<file path="src/design/keymenu_pkg.sv">
// shared constants and types for the keypad menu navigator
// How it works
// - setpoint key steps to the start of the next of six setpoint pages
// - measured key steps measured pages; from setpoints jumps to the first
// - section down/up move one section; stop at page end and page heading
// - section and line keys held over one second repeat at a fast rate
// - line right/left move one line; stop at last line and section heading
// - value up/down step the edited setpoint, clamped to its limits
// - value keys do nothing while a measured page is shown
// - an edited value stays local until committed; stored value stays active
// - commit writes the value to storage and flashes a stored message
// - commit acts only as store in setpoints or default select in measured
// - navigation never holds off the protection and control core
// - stop key drops both contactor relays
// - reset key clears a trip unless its cause remains; then flash refusal
// - assigned lockout trips clear only by the lockout switch
// - start A comes from the key, the rear switch or the serial port
// - start B comes from the key, the rear switch or the serial port
// - two minutes without a key shows the default message sequence
package keymenu_pkg;
  localparam int CLK_PERIOD_NS = 8;
  localparam int TICK_NS = 1000000;
  localparam int TICK_CYCLES = (TICK_NS + CLK_PERIOD_NS - 1) / CLK_PERIOD_NS;
  localparam int HOLD_MS = 1000;
  localparam int REPEAT_MS = 100;
  localparam int FLASH_MS = 2000;
  localparam int IDLE_S = 120;
  localparam int IDLE_MS = IDLE_S * 1000;
  localparam int TW = 17;
  localparam int RW = 11;
  localparam int VW = 16;
  localparam logic [RW-1:0] HOLD_LAST = RW'(HOLD_MS - 1);
  localparam logic [RW-1:0] REPEAT_LAST = RW'(REPEAT_MS - 1);
  localparam logic [RW-1:0] FLASH_LAST = RW'(FLASH_MS - 1);
  localparam logic [RW-1:0] RCNT_ZERO = 11'h000;
  localparam logic [TW-1:0] TICK_LAST_D = TW'(TICK_CYCLES - 1);
  localparam logic [TW-1:0] IDLE_LAST_D = TW'(IDLE_MS - 1);
  localparam logic [TW-1:0] TCNT_ZERO = 17'h00000;
  localparam logic [2:0] PAGE_FIRST = 3'h0;
  localparam logic [2:0] SP_PAGE_LAST = 3'h5;
  localparam logic [2:0] ACT_PAGE_LAST = 3'h3;
  localparam logic [3:0] POS_HEAD = 4'h0;
  localparam logic [VW-1:0] VAL_ZERO = 16'h0000;
  localparam logic [VW-1:0] VAL_STEP = 16'h0001;
  localparam int NAV_KEYS = 4;
  localparam int NAV_UP = 0;
  localparam int NAV_DOWN = 1;
  localparam int NAV_LEFT = 2;
  localparam int NAV_RIGHT = 3;

  typedef enum logic [2:0] {
    ST_SP = 3'b001,
    ST_ACT = 3'b010,
    ST_DFLT = 3'b100
  } mode_t;

  typedef struct packed {
    logic setpoint;
    logic actual;
    logic store;
    logic stop;
    logic reset;
    logic start_a;
    logic start_b;
    logic up;
    logic down;
    logic left;
    logic right;
    logic val_up;
    logic val_down;
  } keys_t;

  typedef struct packed {
    keys_t keys;
    logic lockout_sw;
    logic start_a_sw;
    logic start_b_sw;
  } pins_t;

  typedef struct packed {
    logic trip_active;
    logic cause_present;
    logic lockout_trip;
    logic lockout_assign;
    logic motor_running;
  } core_t;

  typedef struct packed {
    logic [3:0] sect_last;
    logic [3:0] line_last;
  } geom_t;

  typedef struct packed {
    logic [2:0] page;
    logic [3:0] sect;
    logic [3:0] line;
  } pos_t;

  typedef struct packed {
    mode_t mode;
    pos_t pos;
    logic flash_stored;
    logic flash_no_reset;
    logic status_msg;
  } disp_t;

  typedef struct packed {
    logic stop;
    logic trip_clear;
    logic start_a;
    logic start_b;
    logic dflt_sel;
    logic nv_we;
  } cmd_t;
endpackage : keymenu_pkg

</file>
<file path="src/design/key_repeat.sv">
// press and auto-repeat stepper for one navigation key
`timescale 1ns/1ps
`default_nettype none
module key_repeat (
  input wire logic clk,
  input wire logic rst_n,
  input wire logic tick,
  input wire logic held,
  output var logic step
);
  import keymenu_pkg::*;

  logic held_r, held_nxt;
  logic rep_r, rep_nxt;
  logic [RW-1:0] cnt_r, cnt_nxt;
  logic step_nxt;

  always_comb begin
    held_nxt = held;
    rep_nxt = rep_r;
    cnt_nxt = cnt_r;
    step_nxt = 1'b0;
    if (!held) begin
      rep_nxt = 1'b0;
      cnt_nxt = RCNT_ZERO;
    end else if (!held_r) begin
      step_nxt = 1'b1;
      cnt_nxt = RCNT_ZERO;
    end else if (tick) begin
      // first repeat after the hold time, then at the fast rate
      if ((!rep_r && cnt_r == HOLD_LAST) ||
          (rep_r && cnt_r == REPEAT_LAST)) begin
        step_nxt = 1'b1;
        rep_nxt = 1'b1;
        cnt_nxt = RCNT_ZERO;
      end else begin
        cnt_nxt = cnt_r + 11'h001;
      end
    end
  end

  always_ff @(posedge clk) begin
    if (!rst_n) begin
      held_r <= 1'b0;
      rep_r <= 1'b0;
      cnt_r <= RCNT_ZERO;
      step <= 1'b0;
    end else begin
      held_r <= held_nxt;
      rep_r <= rep_nxt;
      cnt_r <= cnt_nxt;
      step <= step_nxt;
    end
  end

  a_step_released: assert property (@(posedge clk)
    disable iff (!rst_n) !held |=> !step)
    else $error("navigation step without key held");
  a_repeat_gap: assert property (@(posedge clk) disable iff (!rst_n)
    (held && held_r && rep_r && tick && cnt_r == REPEAT_LAST) |=> step)
    else $error("fast repeat step missing");
  c_repeat: cover property (@(posedge clk) disable iff (!rst_n)
    step && rep_r);
endmodule : key_repeat
`default_nettype wire

</file>
<file path="src/design/keypad_menu_navigator.sv">
// keypad menu navigator: paging, editing, commit and motor commands
`timescale 1ns/1ps
`default_nettype none
module keypad_menu_navigator #(
  parameter logic [keymenu_pkg::TW-1:0] TICK_LAST = keymenu_pkg::TICK_LAST_D,
  parameter logic [keymenu_pkg::TW-1:0] IDLE_LAST = keymenu_pkg::IDLE_LAST_D
) (
  input wire logic clk,
  input wire logic rst_n,
  input wire keymenu_pkg::pins_t pins,
  input wire logic serial_start_a,
  input wire logic serial_start_b,
  input wire keymenu_pkg::core_t core,
  input wire keymenu_pkg::geom_t geom,
  input wire logic [keymenu_pkg::VW-1:0] sp_stored,
  input wire logic [keymenu_pkg::VW-1:0] sp_min,
  input wire logic [keymenu_pkg::VW-1:0] sp_max,
  output var keymenu_pkg::disp_t disp,
  output var logic [keymenu_pkg::VW-1:0] edit_value,
  output var keymenu_pkg::pos_t nv_addr,
  output var logic [keymenu_pkg::VW-1:0] nv_data,
  output var keymenu_pkg::cmd_t cmd
);
  import keymenu_pkg::*;

  // pin synchroniser and edge detection
  pins_t s1_r, s2_r, prev_r;
  pins_t rise;
  assign rise = s2_r & ~prev_r;

  always_ff @(posedge clk) begin
    if (!rst_n) begin
      s1_r <= '0;
      s2_r <= '0;
      prev_r <= '0;
    end else begin
      s1_r <= pins;
      s2_r <= s1_r;
      prev_r <= s2_r;
    end
  end

  // millisecond tick
  logic [TW-1:0] tcnt_r, tcnt_nxt;
  logic tick_r, tick_nxt;

  always_comb begin
    tick_nxt = (tcnt_r == TICK_LAST);
    tcnt_nxt = tick_nxt ? TCNT_ZERO : tcnt_r + 17'h00001;
  end

  always_ff @(posedge clk) begin
    if (!rst_n) begin
      tcnt_r <= TCNT_ZERO;
      tick_r <= 1'b0;
    end else begin
      tcnt_r <= tcnt_nxt;
      tick_r <= tick_nxt;
    end
  end

  // navigation keys with auto-repeat
  logic [NAV_KEYS-1:0] nav_held;
  logic [NAV_KEYS-1:0] nav_step;
  assign nav_held[NAV_UP] = s2_r.keys.up;
  assign nav_held[NAV_DOWN] = s2_r.keys.down;
  assign nav_held[NAV_LEFT] = s2_r.keys.left;
  assign nav_held[NAV_RIGHT] = s2_r.keys.right;

  for (genvar i = 0; i < NAV_KEYS; i++) begin : g_nav
    key_repeat u_rep (
      .clk(clk),
      .rst_n(rst_n),
      .tick(tick_r),
      .held(nav_held[i]),
      .step(nav_step[i])
    );
  end

  logic any_press;
  assign any_press = (|rise.keys) || (|nav_step);

  // menu position, edit value and display state
  mode_t mode_r, mode_nxt;
  pos_t pos_r, pos_nxt;
  logic [VW-1:0] edit_r, edit_nxt;
  logic load_r, load_nxt;
  logic [TW-1:0] idle_r, idle_nxt;
  logic [RW-1:0] fcnt_r, fcnt_nxt;
  logic fstored_r, fstored_nxt;
  logic fnores_r, fnores_nxt;
  logic on_setpoint;
  logic moved;

  assign on_setpoint = (mode_r == ST_SP) && (pos_r.line != POS_HEAD);

  always_comb begin
    mode_nxt = mode_r;
    pos_nxt = pos_r;
    edit_nxt = edit_r;
    moved = 1'b0;
    if (rise.keys.setpoint) begin
      moved = 1'b1;
      pos_nxt.sect = POS_HEAD;
      pos_nxt.line = POS_HEAD;
      if (mode_r != ST_SP) begin
        mode_nxt = ST_SP;
        pos_nxt.page = PAGE_FIRST;
      end else if (pos_r.page == SP_PAGE_LAST) begin
        pos_nxt.page = PAGE_FIRST;
      end else begin
        pos_nxt.page = pos_r.page + 3'h1;
      end
    end else if (rise.keys.actual) begin
      moved = 1'b1;
      pos_nxt.sect = POS_HEAD;
      pos_nxt.line = POS_HEAD;
      if (mode_r != ST_ACT) begin
        mode_nxt = ST_ACT;
        pos_nxt.page = PAGE_FIRST;
      end else if (pos_r.page == ACT_PAGE_LAST) begin
        pos_nxt.page = PAGE_FIRST;
      end else begin
        pos_nxt.page = pos_r.page + 3'h1;
      end
    end else if (nav_step[NAV_DOWN]) begin
      if (pos_r.sect != geom.sect_last) begin
        moved = 1'b1;
        pos_nxt.sect = pos_r.sect + 4'h1;
        pos_nxt.line = POS_HEAD;
      end
    end else if (nav_step[NAV_UP]) begin
      if (pos_r.sect != POS_HEAD) begin
        moved = 1'b1;
        pos_nxt.sect = pos_r.sect - 4'h1;
        pos_nxt.line = POS_HEAD;
      end
    end else if (nav_step[NAV_RIGHT]) begin
      if (pos_r.line != geom.line_last) begin
        moved = 1'b1;
        pos_nxt.line = pos_r.line + 4'h1;
      end
    end else if (nav_step[NAV_LEFT]) begin
      if (pos_r.line != POS_HEAD) begin
        moved = 1'b1;
        pos_nxt.line = pos_r.line - 4'h1;
      end
    end else if (rise.keys.val_up && on_setpoint && !load_r) begin
      edit_nxt = (edit_r >= sp_max) ? sp_max : edit_r + VAL_STEP;
    end else if (rise.keys.val_down && on_setpoint && !load_r) begin
      edit_nxt = (edit_r <= sp_min) ? sp_min : edit_r - VAL_STEP;
    end
    // any other key leaves the default sequence for measured values
    if (mode_r == ST_DFLT && any_press && mode_nxt == ST_DFLT) begin
      mode_nxt = ST_ACT;
    end
    if (load_r) begin
      edit_nxt = sp_stored;
    end
    load_nxt = moved;
    // idle timer, key presses restart it
    idle_nxt = idle_r;
    if (any_press) begin
      idle_nxt = TCNT_ZERO;
    end else if (tick_r && mode_r != ST_DFLT) begin
      if (idle_r == IDLE_LAST) begin
        mode_nxt = ST_DFLT;
        idle_nxt = TCNT_ZERO;
      end else begin
        idle_nxt = idle_r + 17'h00001;
      end
    end
  end

  // commit, reset and motor commands
  cmd_t cmd_nxt;
  logic lock_ok;
  logic panel_ok;

  assign lock_ok = core.trip_active && !core.cause_present;
  assign panel_ok = !(core.lockout_trip && core.lockout_assign);

  always_comb begin
    cmd_nxt = '0;
    fstored_nxt = fstored_r;
    fnores_nxt = fnores_r;
    fcnt_nxt = fcnt_r;
    if (tick_r && (fstored_r || fnores_r)) begin
      if (fcnt_r == FLASH_LAST) begin
        fstored_nxt = 1'b0;
        fnores_nxt = 1'b0;
        fcnt_nxt = RCNT_ZERO;
      end else begin
        fcnt_nxt = fcnt_r + 11'h001;
      end
    end
    if (rise.keys.store) begin
      if (on_setpoint && !load_r) begin
        cmd_nxt.nv_we = 1'b1;
        fstored_nxt = 1'b1;
        fcnt_nxt = RCNT_ZERO;
      end else if (mode_r == ST_ACT) begin
        cmd_nxt.dflt_sel = 1'b1;
      end
    end
    cmd_nxt.stop = rise.keys.stop;
    if (rise.keys.reset && core.trip_active) begin
      if (core.cause_present || !panel_ok) begin
        fnores_nxt = 1'b1;
        fcnt_nxt = RCNT_ZERO;
      end else begin
        cmd_nxt.trip_clear = 1'b1;
      end
    end
    if (rise.lockout_sw && lock_ok) begin
      cmd_nxt.trip_clear = 1'b1;
    end
    cmd_nxt.start_a = rise.keys.start_a || rise.start_a_sw ||
                      serial_start_a;
    cmd_nxt.start_b = rise.keys.start_b || rise.start_b_sw ||
                      serial_start_b;
  end

  // outputs are registered; the core sees commands independent of the menu
  always_ff @(posedge clk) begin
    if (!rst_n) begin
      mode_r <= ST_DFLT;
      pos_r <= '0;
      edit_r <= VAL_ZERO;
      load_r <= 1'b0;
      idle_r <= TCNT_ZERO;
      fcnt_r <= RCNT_ZERO;
      fstored_r <= 1'b0;
      fnores_r <= 1'b0;
      cmd <= '0;
      nv_addr <= '0;
      nv_data <= VAL_ZERO;
    end else begin
      mode_r <= mode_nxt;
      pos_r <= pos_nxt;
      edit_r <= edit_nxt;
      load_r <= load_nxt;
      idle_r <= idle_nxt;
      fcnt_r <= fcnt_nxt;
      fstored_r <= fstored_nxt;
      fnores_r <= fnores_nxt;
      cmd <= cmd_nxt;
      if (cmd_nxt.nv_we) begin
        nv_addr <= pos_r;
        nv_data <= edit_r;
      end
    end
  end

  always_ff @(posedge clk) begin
    if (!rst_n) begin
      disp <= '{ST_DFLT, '0, 1'b0, 1'b0, 1'b0};
      edit_value <= VAL_ZERO;
    end else begin
      disp.mode <= mode_nxt;
      disp.pos <= pos_nxt;
      disp.flash_stored <= fstored_nxt;
      disp.flash_no_reset <= fnores_nxt;
      disp.status_msg <= !core.motor_running;
      edit_value <= edit_nxt;
    end
  end

  // checks
  a_sp_wrap: assert property (@(posedge clk) disable iff (!rst_n)
    (rise.keys.setpoint && mode_r == ST_SP && pos_r.page == SP_PAGE_LAST)
    |=> pos_r.page == PAGE_FIRST && mode_r == ST_SP)
    else $error("setpoint page did not wrap");
  a_sp_next: assert property (@(posedge clk) disable iff (!rst_n)
    (rise.keys.setpoint && mode_r == ST_SP && pos_r.page != SP_PAGE_LAST)
    |=> pos_r.page == $past(pos_r.page) + 3'h1 && pos_r.sect == POS_HEAD)
    else $error("setpoint page did not advance");
  a_act_jump: assert property (@(posedge clk) disable iff (!rst_n)
    (rise.keys.actual && !rise.keys.setpoint && mode_r == ST_SP)
    |=> mode_r == ST_ACT && pos_r.page == PAGE_FIRST)
    else $error("measured key did not jump to first page");
  a_sect_end: assert property (@(posedge clk) disable iff (!rst_n)
    (nav_step[NAV_DOWN] && !rise.keys.setpoint && !rise.keys.actual &&
     pos_r.sect == geom.sect_last) |=> $stable(pos_r))
    else $error("section down moved past page end");
  a_line_head: assert property (@(posedge clk) disable iff (!rst_n)
    (nav_step[NAV_LEFT] && $onehot(nav_step) && !rise.keys.setpoint &&
     !rise.keys.actual && pos_r.line == POS_HEAD) |=> $stable(pos_r))
    else $error("line left moved at section heading");
  a_val_clamp: assert property (@(posedge clk) disable iff (!rst_n)
    (mode_r == ST_SP && !load_r && !moved && edit_r >= sp_max &&
     rise.keys.val_up) |=> edit_r == $past(sp_max))
    else $error("value up passed maximum");
  a_val_floor: assert property (@(posedge clk) disable iff (!rst_n)
    (on_setpoint && !load_r && !moved && nav_step == '0 &&
     !rise.keys.val_up && rise.keys.val_down && edit_r <= sp_min)
    |=> edit_r == $past(sp_min))
    else $error("value down passed minimum");
  a_val_ignored: assert property (@(posedge clk) disable iff (!rst_n)
    (mode_r == ST_ACT && !load_r) |=> $stable(edit_r))
    else $error("value changed on measured page");
  a_no_commit: assert property (@(posedge clk) disable iff (!rst_n)
    !(rise.keys.store && on_setpoint) |=> !cmd.nv_we)
    else $error("storage written without commit");
  a_store_flash: assert property (@(posedge clk) disable iff (!rst_n)
    (rise.keys.store && on_setpoint && !load_r) |=>
    cmd.nv_we && nv_data == $past(edit_r) ##1 disp.flash_stored)
    else $error("commit did not write and flash");
  a_store_act: assert property (@(posedge clk) disable iff (!rst_n)
    (rise.keys.store && mode_r == ST_ACT) |=> cmd.dflt_sel && !cmd.nv_we)
    else $error("commit on measured page misbehaved");
  a_stop_cmd: assert property (@(posedge clk) disable iff (!rst_n)
    rise.keys.stop |=> cmd.stop)
    else $error("stop key gave no stop command");
  a_reset_block: assert property (@(posedge clk) disable iff (!rst_n)
    (rise.keys.reset && core.trip_active && core.cause_present)
    |=> !cmd.trip_clear ##1 disp.flash_no_reset)
    else $error("trip cleared while cause present");
  a_lockout: assert property (@(posedge clk) disable iff (!rst_n)
    (rise.keys.reset && !rise.lockout_sw && core.lockout_trip &&
     core.lockout_assign) |=> !cmd.trip_clear)
    else $error("panel reset cleared a lockout trip");
  a_start_a: assert property (@(posedge clk) disable iff (!rst_n)
    (rise.keys.start_a || rise.start_a_sw || serial_start_a)
    |=> cmd.start_a)
    else $error("start A request lost");
  a_start_b: assert property (@(posedge clk) disable iff (!rst_n)
    (rise.keys.start_b || rise.start_b_sw || serial_start_b)
    |=> cmd.start_b)
    else $error("start B request lost");
  a_idle_dflt: assert property (@(posedge clk) disable iff (!rst_n)
    (tick_r && !any_press && idle_r == IDLE_LAST) |=> mode_r == ST_DFLT)
    else $error("idle timeout missed");

  c_wrap: cover property (@(posedge clk) disable iff (!rst_n)
    rise.keys.setpoint && mode_r == ST_SP && pos_r.page == SP_PAGE_LAST);
  c_store: cover property (@(posedge clk) disable iff (!rst_n) cmd.nv_we);
  c_idle: cover property (@(posedge clk) disable iff (!rst_n)
    mode_r == ST_ACT ##1 mode_r == ST_DFLT);
  c_refuse: cover property (@(posedge clk) disable iff (!rst_n)
    disp.flash_no_reset);
endmodule : keypad_menu_navigator
`default_nettype wire

</file>
<file path="config.mk">
export PLATFORM = sky130hd
export DESIGN_NAME = keypad_menu_navigator
export DESIGN_NICKNAME = d
export VERILOG_FILES = /design/src/design/keymenu_pkg.sv /design/src/design/key_repeat.sv /design/src/design/keypad_menu_navigator.sv
export SDC_FILE = /design/constraint.sdc
export NUM_CORES = 1
export LEC_CHECK = 0
export BUFFER_PORTS_ARGS = -buffer_cell sky130_fd_sc_hd__buf_2
export CAP_MARGIN = 10
export CORE_MARGIN = 2
export CORE_UTILIZATION = 57
export DETAILED_ROUTE_END_ITERATION = 10
export HOLD_SLACK_MARGIN = 0.1
export PLACE_DENSITY = 0.8
export SETUP_SLACK_MARGIN = 0.05
export SLEW_MARGIN = 20
export SYNTH_ARGS = -nofsm -noshare
export SYNTH_HDL_FRONTEND = slang
export SYNTH_SLANG_ARGS = --single-unit
</file>
<file path="constraint.sdc">
create_clock -name clk -period 3.25 [get_ports clk]
set_input_delay 0.8125 -clock clk [delete_from_list [all_inputs] [get_ports clk]]
set_output_delay 0.8125 -clock clk [all_outputs]
set_load 0.005 [all_outputs]
</file>
==> results.sh <==
export IMPL_die_x_microns=137
export IMPL_startpoint="g_nav[3].u_rep.step"
export IMPL_cts_tree="yes"
export IMPL_grt_pass1_wl_microns=37600
export IMPL_seq_area_frac_synth_pct=42.3
export IMPL_tns_ns=0
export IMPL_irDropWorstVdd_mv=0.358
export IMPL_instances_no_fill=1516
export IMPL_critPathRequiredTime_ns=3.60
export IMPL_antenna_found_initial=0
export IMPL_syn_to_final_growth_pct=16.7
export IMPL_antenna_cells=0
export IMPL_grt_start_max_net_pins=56
export IMPL_dieArea_sq_um=18800
export IMPL_port_buffers=146
export IMPL_grtUsageTotal_pct=24.4
export IMPL_cts_setup_buffers=0
export IMPL_status="finished clean"
export IMPL_synth_edf_count=0
export IMPL_ios=147
export IMPL_final_nets=1410
export IMPL_hp_start="s1_r[12]"
export IMPL_coreArea_sq_um=17300
export IMPL_first_pass_iters=5
export IMPL_ctsHoldBuffers=0
export IMPL_hold_viol=0
export IMPL_numCtsBuffers=22
export IMPL_total_power_w=0.00584
export IMPL_end_kind="flop"
export IMPL_die_h_microns=137
export IMPL_initialDrtViolationCount=500
export IMPL_path_max_fanout=13
export IMPL_viasPerCell=5.61
export IMPL_path_clk_slew_ns=0.06
export IMPL_worst_path_buf_inv=0
export IMPL_maxCapViolations=0
export IMPL_insertion_delay_ns=0.50
export IMPL_path_cells="or4_1, nor3_2, a31o_1, and2_4, nand2_2, a211oi_1, a211oi_1"
export IMPL_rsz0062_at_grt="false"
export IMPL_critical_path_top_delay_family="simple AND/OR/NAND/NOR gates"
export IMPL_vias=8501
export IMPL_worstSetupPathType="flop to flop"
export IMPL_arrival_ns=3.09
export IMPL_initial_core_util_pct=58.3
export IMPL_antenna_left=0
export IMPL_h_tree_depth=1
export IMPL_dp_hpwl_microns=16800
export IMPL_start_kind="flop"
export IMPL_cts_resized=0
export IMPL_cpMostUsedCell="a211oi_1"
export IMPL_drc=0
export IMPL_cts_sinks=213
export IMPL_row_count=48
export IMPL_avgRoutedWirePerCell_microns=15.5
export IMPL_r2r_start="g_nav[3].u_rep.step"
export IMPL_timing_fmax_mhz=364
export IMPL_slew_headroom_pct=53.2
export IMPL_period_needed_ns=2.74
export IMPL_numPlacedInstances=1479
export IMPL_setup_violations_final=0
export IMPL_leakage_nw=4.81
export IMPL_finClkSkew_ns=0.0109
export IMPL_ys_types=67
export IMPL_fin_crit_sh_pct=84.4
export IMPL_ys_warn_count=0
export IMPL_synthCells=1142
export IMPL_ys_ff_latch=213
export IMPL_wl_microns=23400
export IMPL_async_reset_ff_share_pct=0
export IMPL_worst_pin_slew_ns=0.698
export IMPL_hold_path_class="flop to flop"
export IMPL_clock_path_buffers=3
export IMPL_powerDensity_nw_per_um2=496
export IMPL_cts_root_buf="clkbuf_16"
export IMPL_crit_slowest_cell="or4_1"
export IMPL_grt_overflow=0
export IMPL_final_max_slew_viol_count=0
export IMPL_grt_pass1_vias=8034
export IMPL_yosys_most_used_dff="dfxtp_1"
export IMPL_synthesis_area_sq_um=10100
export IMPL_synth_nets=1274
export IMPL_whs_ns=0.430
export IMPL_critPathMaxStageDelay_ns=0.55
export IMPL_r2r_slack_ns=0.51
export IMPL_syn_avg_cell_area_sq_um=8.83
export IMPL_drive_above_1_share_pct=17.5
export IMPL_gp_congestion=0.971
[flip-flops by register name (all words and copies together) (netlist names), 11 cells and up]
name	count
idle_r	17
disp	17
edit_value	16
nv_addr	11
g_nav.u_rep.cnt_r	44
s2_r	12
fcnt_r	11
tcnt_r	17
nv_data	16
prev_r	12
s1_r	16
[through the flow]
step | utilization (%) | instance area (sq um) | worst slack (ns)
after floorplan | - | 10100 | 0.572
after global placement | 64.0 | 11100 | 0.286
after detailed placement | 64.0 | 11100 | 0.229
after CTS | 68.1 | 11800 | 0.528
after global routing | 68.1 | 11800 | 0.374
final | 68.1 | 11800 | 0.506
[layer usage]
layer	track usage, %	part of all wire, %
met1	32.0	45
met2	40.8	46
met3	4.00	6.4
met4	8.59	2.8
met5	0	0
[cells in the final DEF (no fill, tap or decap), types with 15 or more instances in the layout]
cell	n
dfxtp_1	213
xor2_1	63
nand3_1	47
a211oi_1	20
inv_1	53
a22o_1	27
o221ai_1	15
a21oi_1	52
clkbuf_16	22
ha_1	49
nand4_1	30
nand2_1	66
xnor2_1	54
and2_1	47
buf_4	17
buf_2	146
nor2_1	171
nor3_1	22
and3_1	15
[final cells by class]
class                      count  area [sq um]
sequential                   213          4260
clock buffer                  31           634
multi-input combinational    821          5400
inverter                      54           203
timing repair buffer         166           918
clock inverter                 6          71.3
tap                          225           282
fill                        1384          5520
[path summary, 6_finish.rpt]
| kind | endpoint | cells past startpoint |
|---|---|---|
| max | edit_value[8] | 7 |
| min | s2_r[12] | 1 |
| max reg2reg | edit_value[8] | 7 |
| min reg2reg | s2_r[12] | 1 |
[cell usage after synthesis, types with 4 or more instances]
cell | count | area, sq um
nand2b_1 | 4 | 25.0
nor3b_1 | 6 | 45.0
o211ai_1 | 4 | 30.0
o21ai_0 | 10 | 50.1
dfxtp_1 | 213 | 4260
inv_1 | 53 | 199
ha_1 | 49 | 613
a211oi_2 | 10 | 125
a21oi_1 | 52 | 260
a211oi_1 | 20 | 150
or3_1 | 12 | 75.1
nor3_1 | 22 | 110
o221ai_1 | 15 | 131
xor2_1 | 63 | 552
and2_1 | 47 | 294
clkbuf_1 | 34 | 128
nand3_1 | 47 | 235
nor2b_1 | 14 | 87.6
nand4_1 | 30 | 188
a21o_1 | 5 | 37.5
xnor2_1 | 54 | 473
a22o_1 | 27 | 236
nor2_1 | 171 | 642
mux2i_1 | 6 | 60.1
and3_1 | 15 | 93.8
nand2_1 | 66 | 248
buf_2 | 15 | 75.1
or4_1 | 9 | 67.6
a31oi_1 | 5 | 31.3
nor4_1 | 9 | 56.3
[cell families after synthesis]
family	Yosys count	synth area share, %
AOI/OAI and AO/OA	172	12.5
xor gates and xnor gates	117	10.2
adders and majority gates	51	6.48
buffers and inverters	108	4.39
DFF	213	42.3
muxes	7	0.707
and+or+nand+nor	474	23.5
[report_power, final]
group	internal [W]	total [W]	leakage, nW	switching [W]
Combinational	0.000278	0.000651	2.74	0.000373
Clock	0.00144	0.00245	0.341	0.00102
Sequential	0.00267	0.00273	1.73	0.0000640
(Power assumes the default switching activity.)
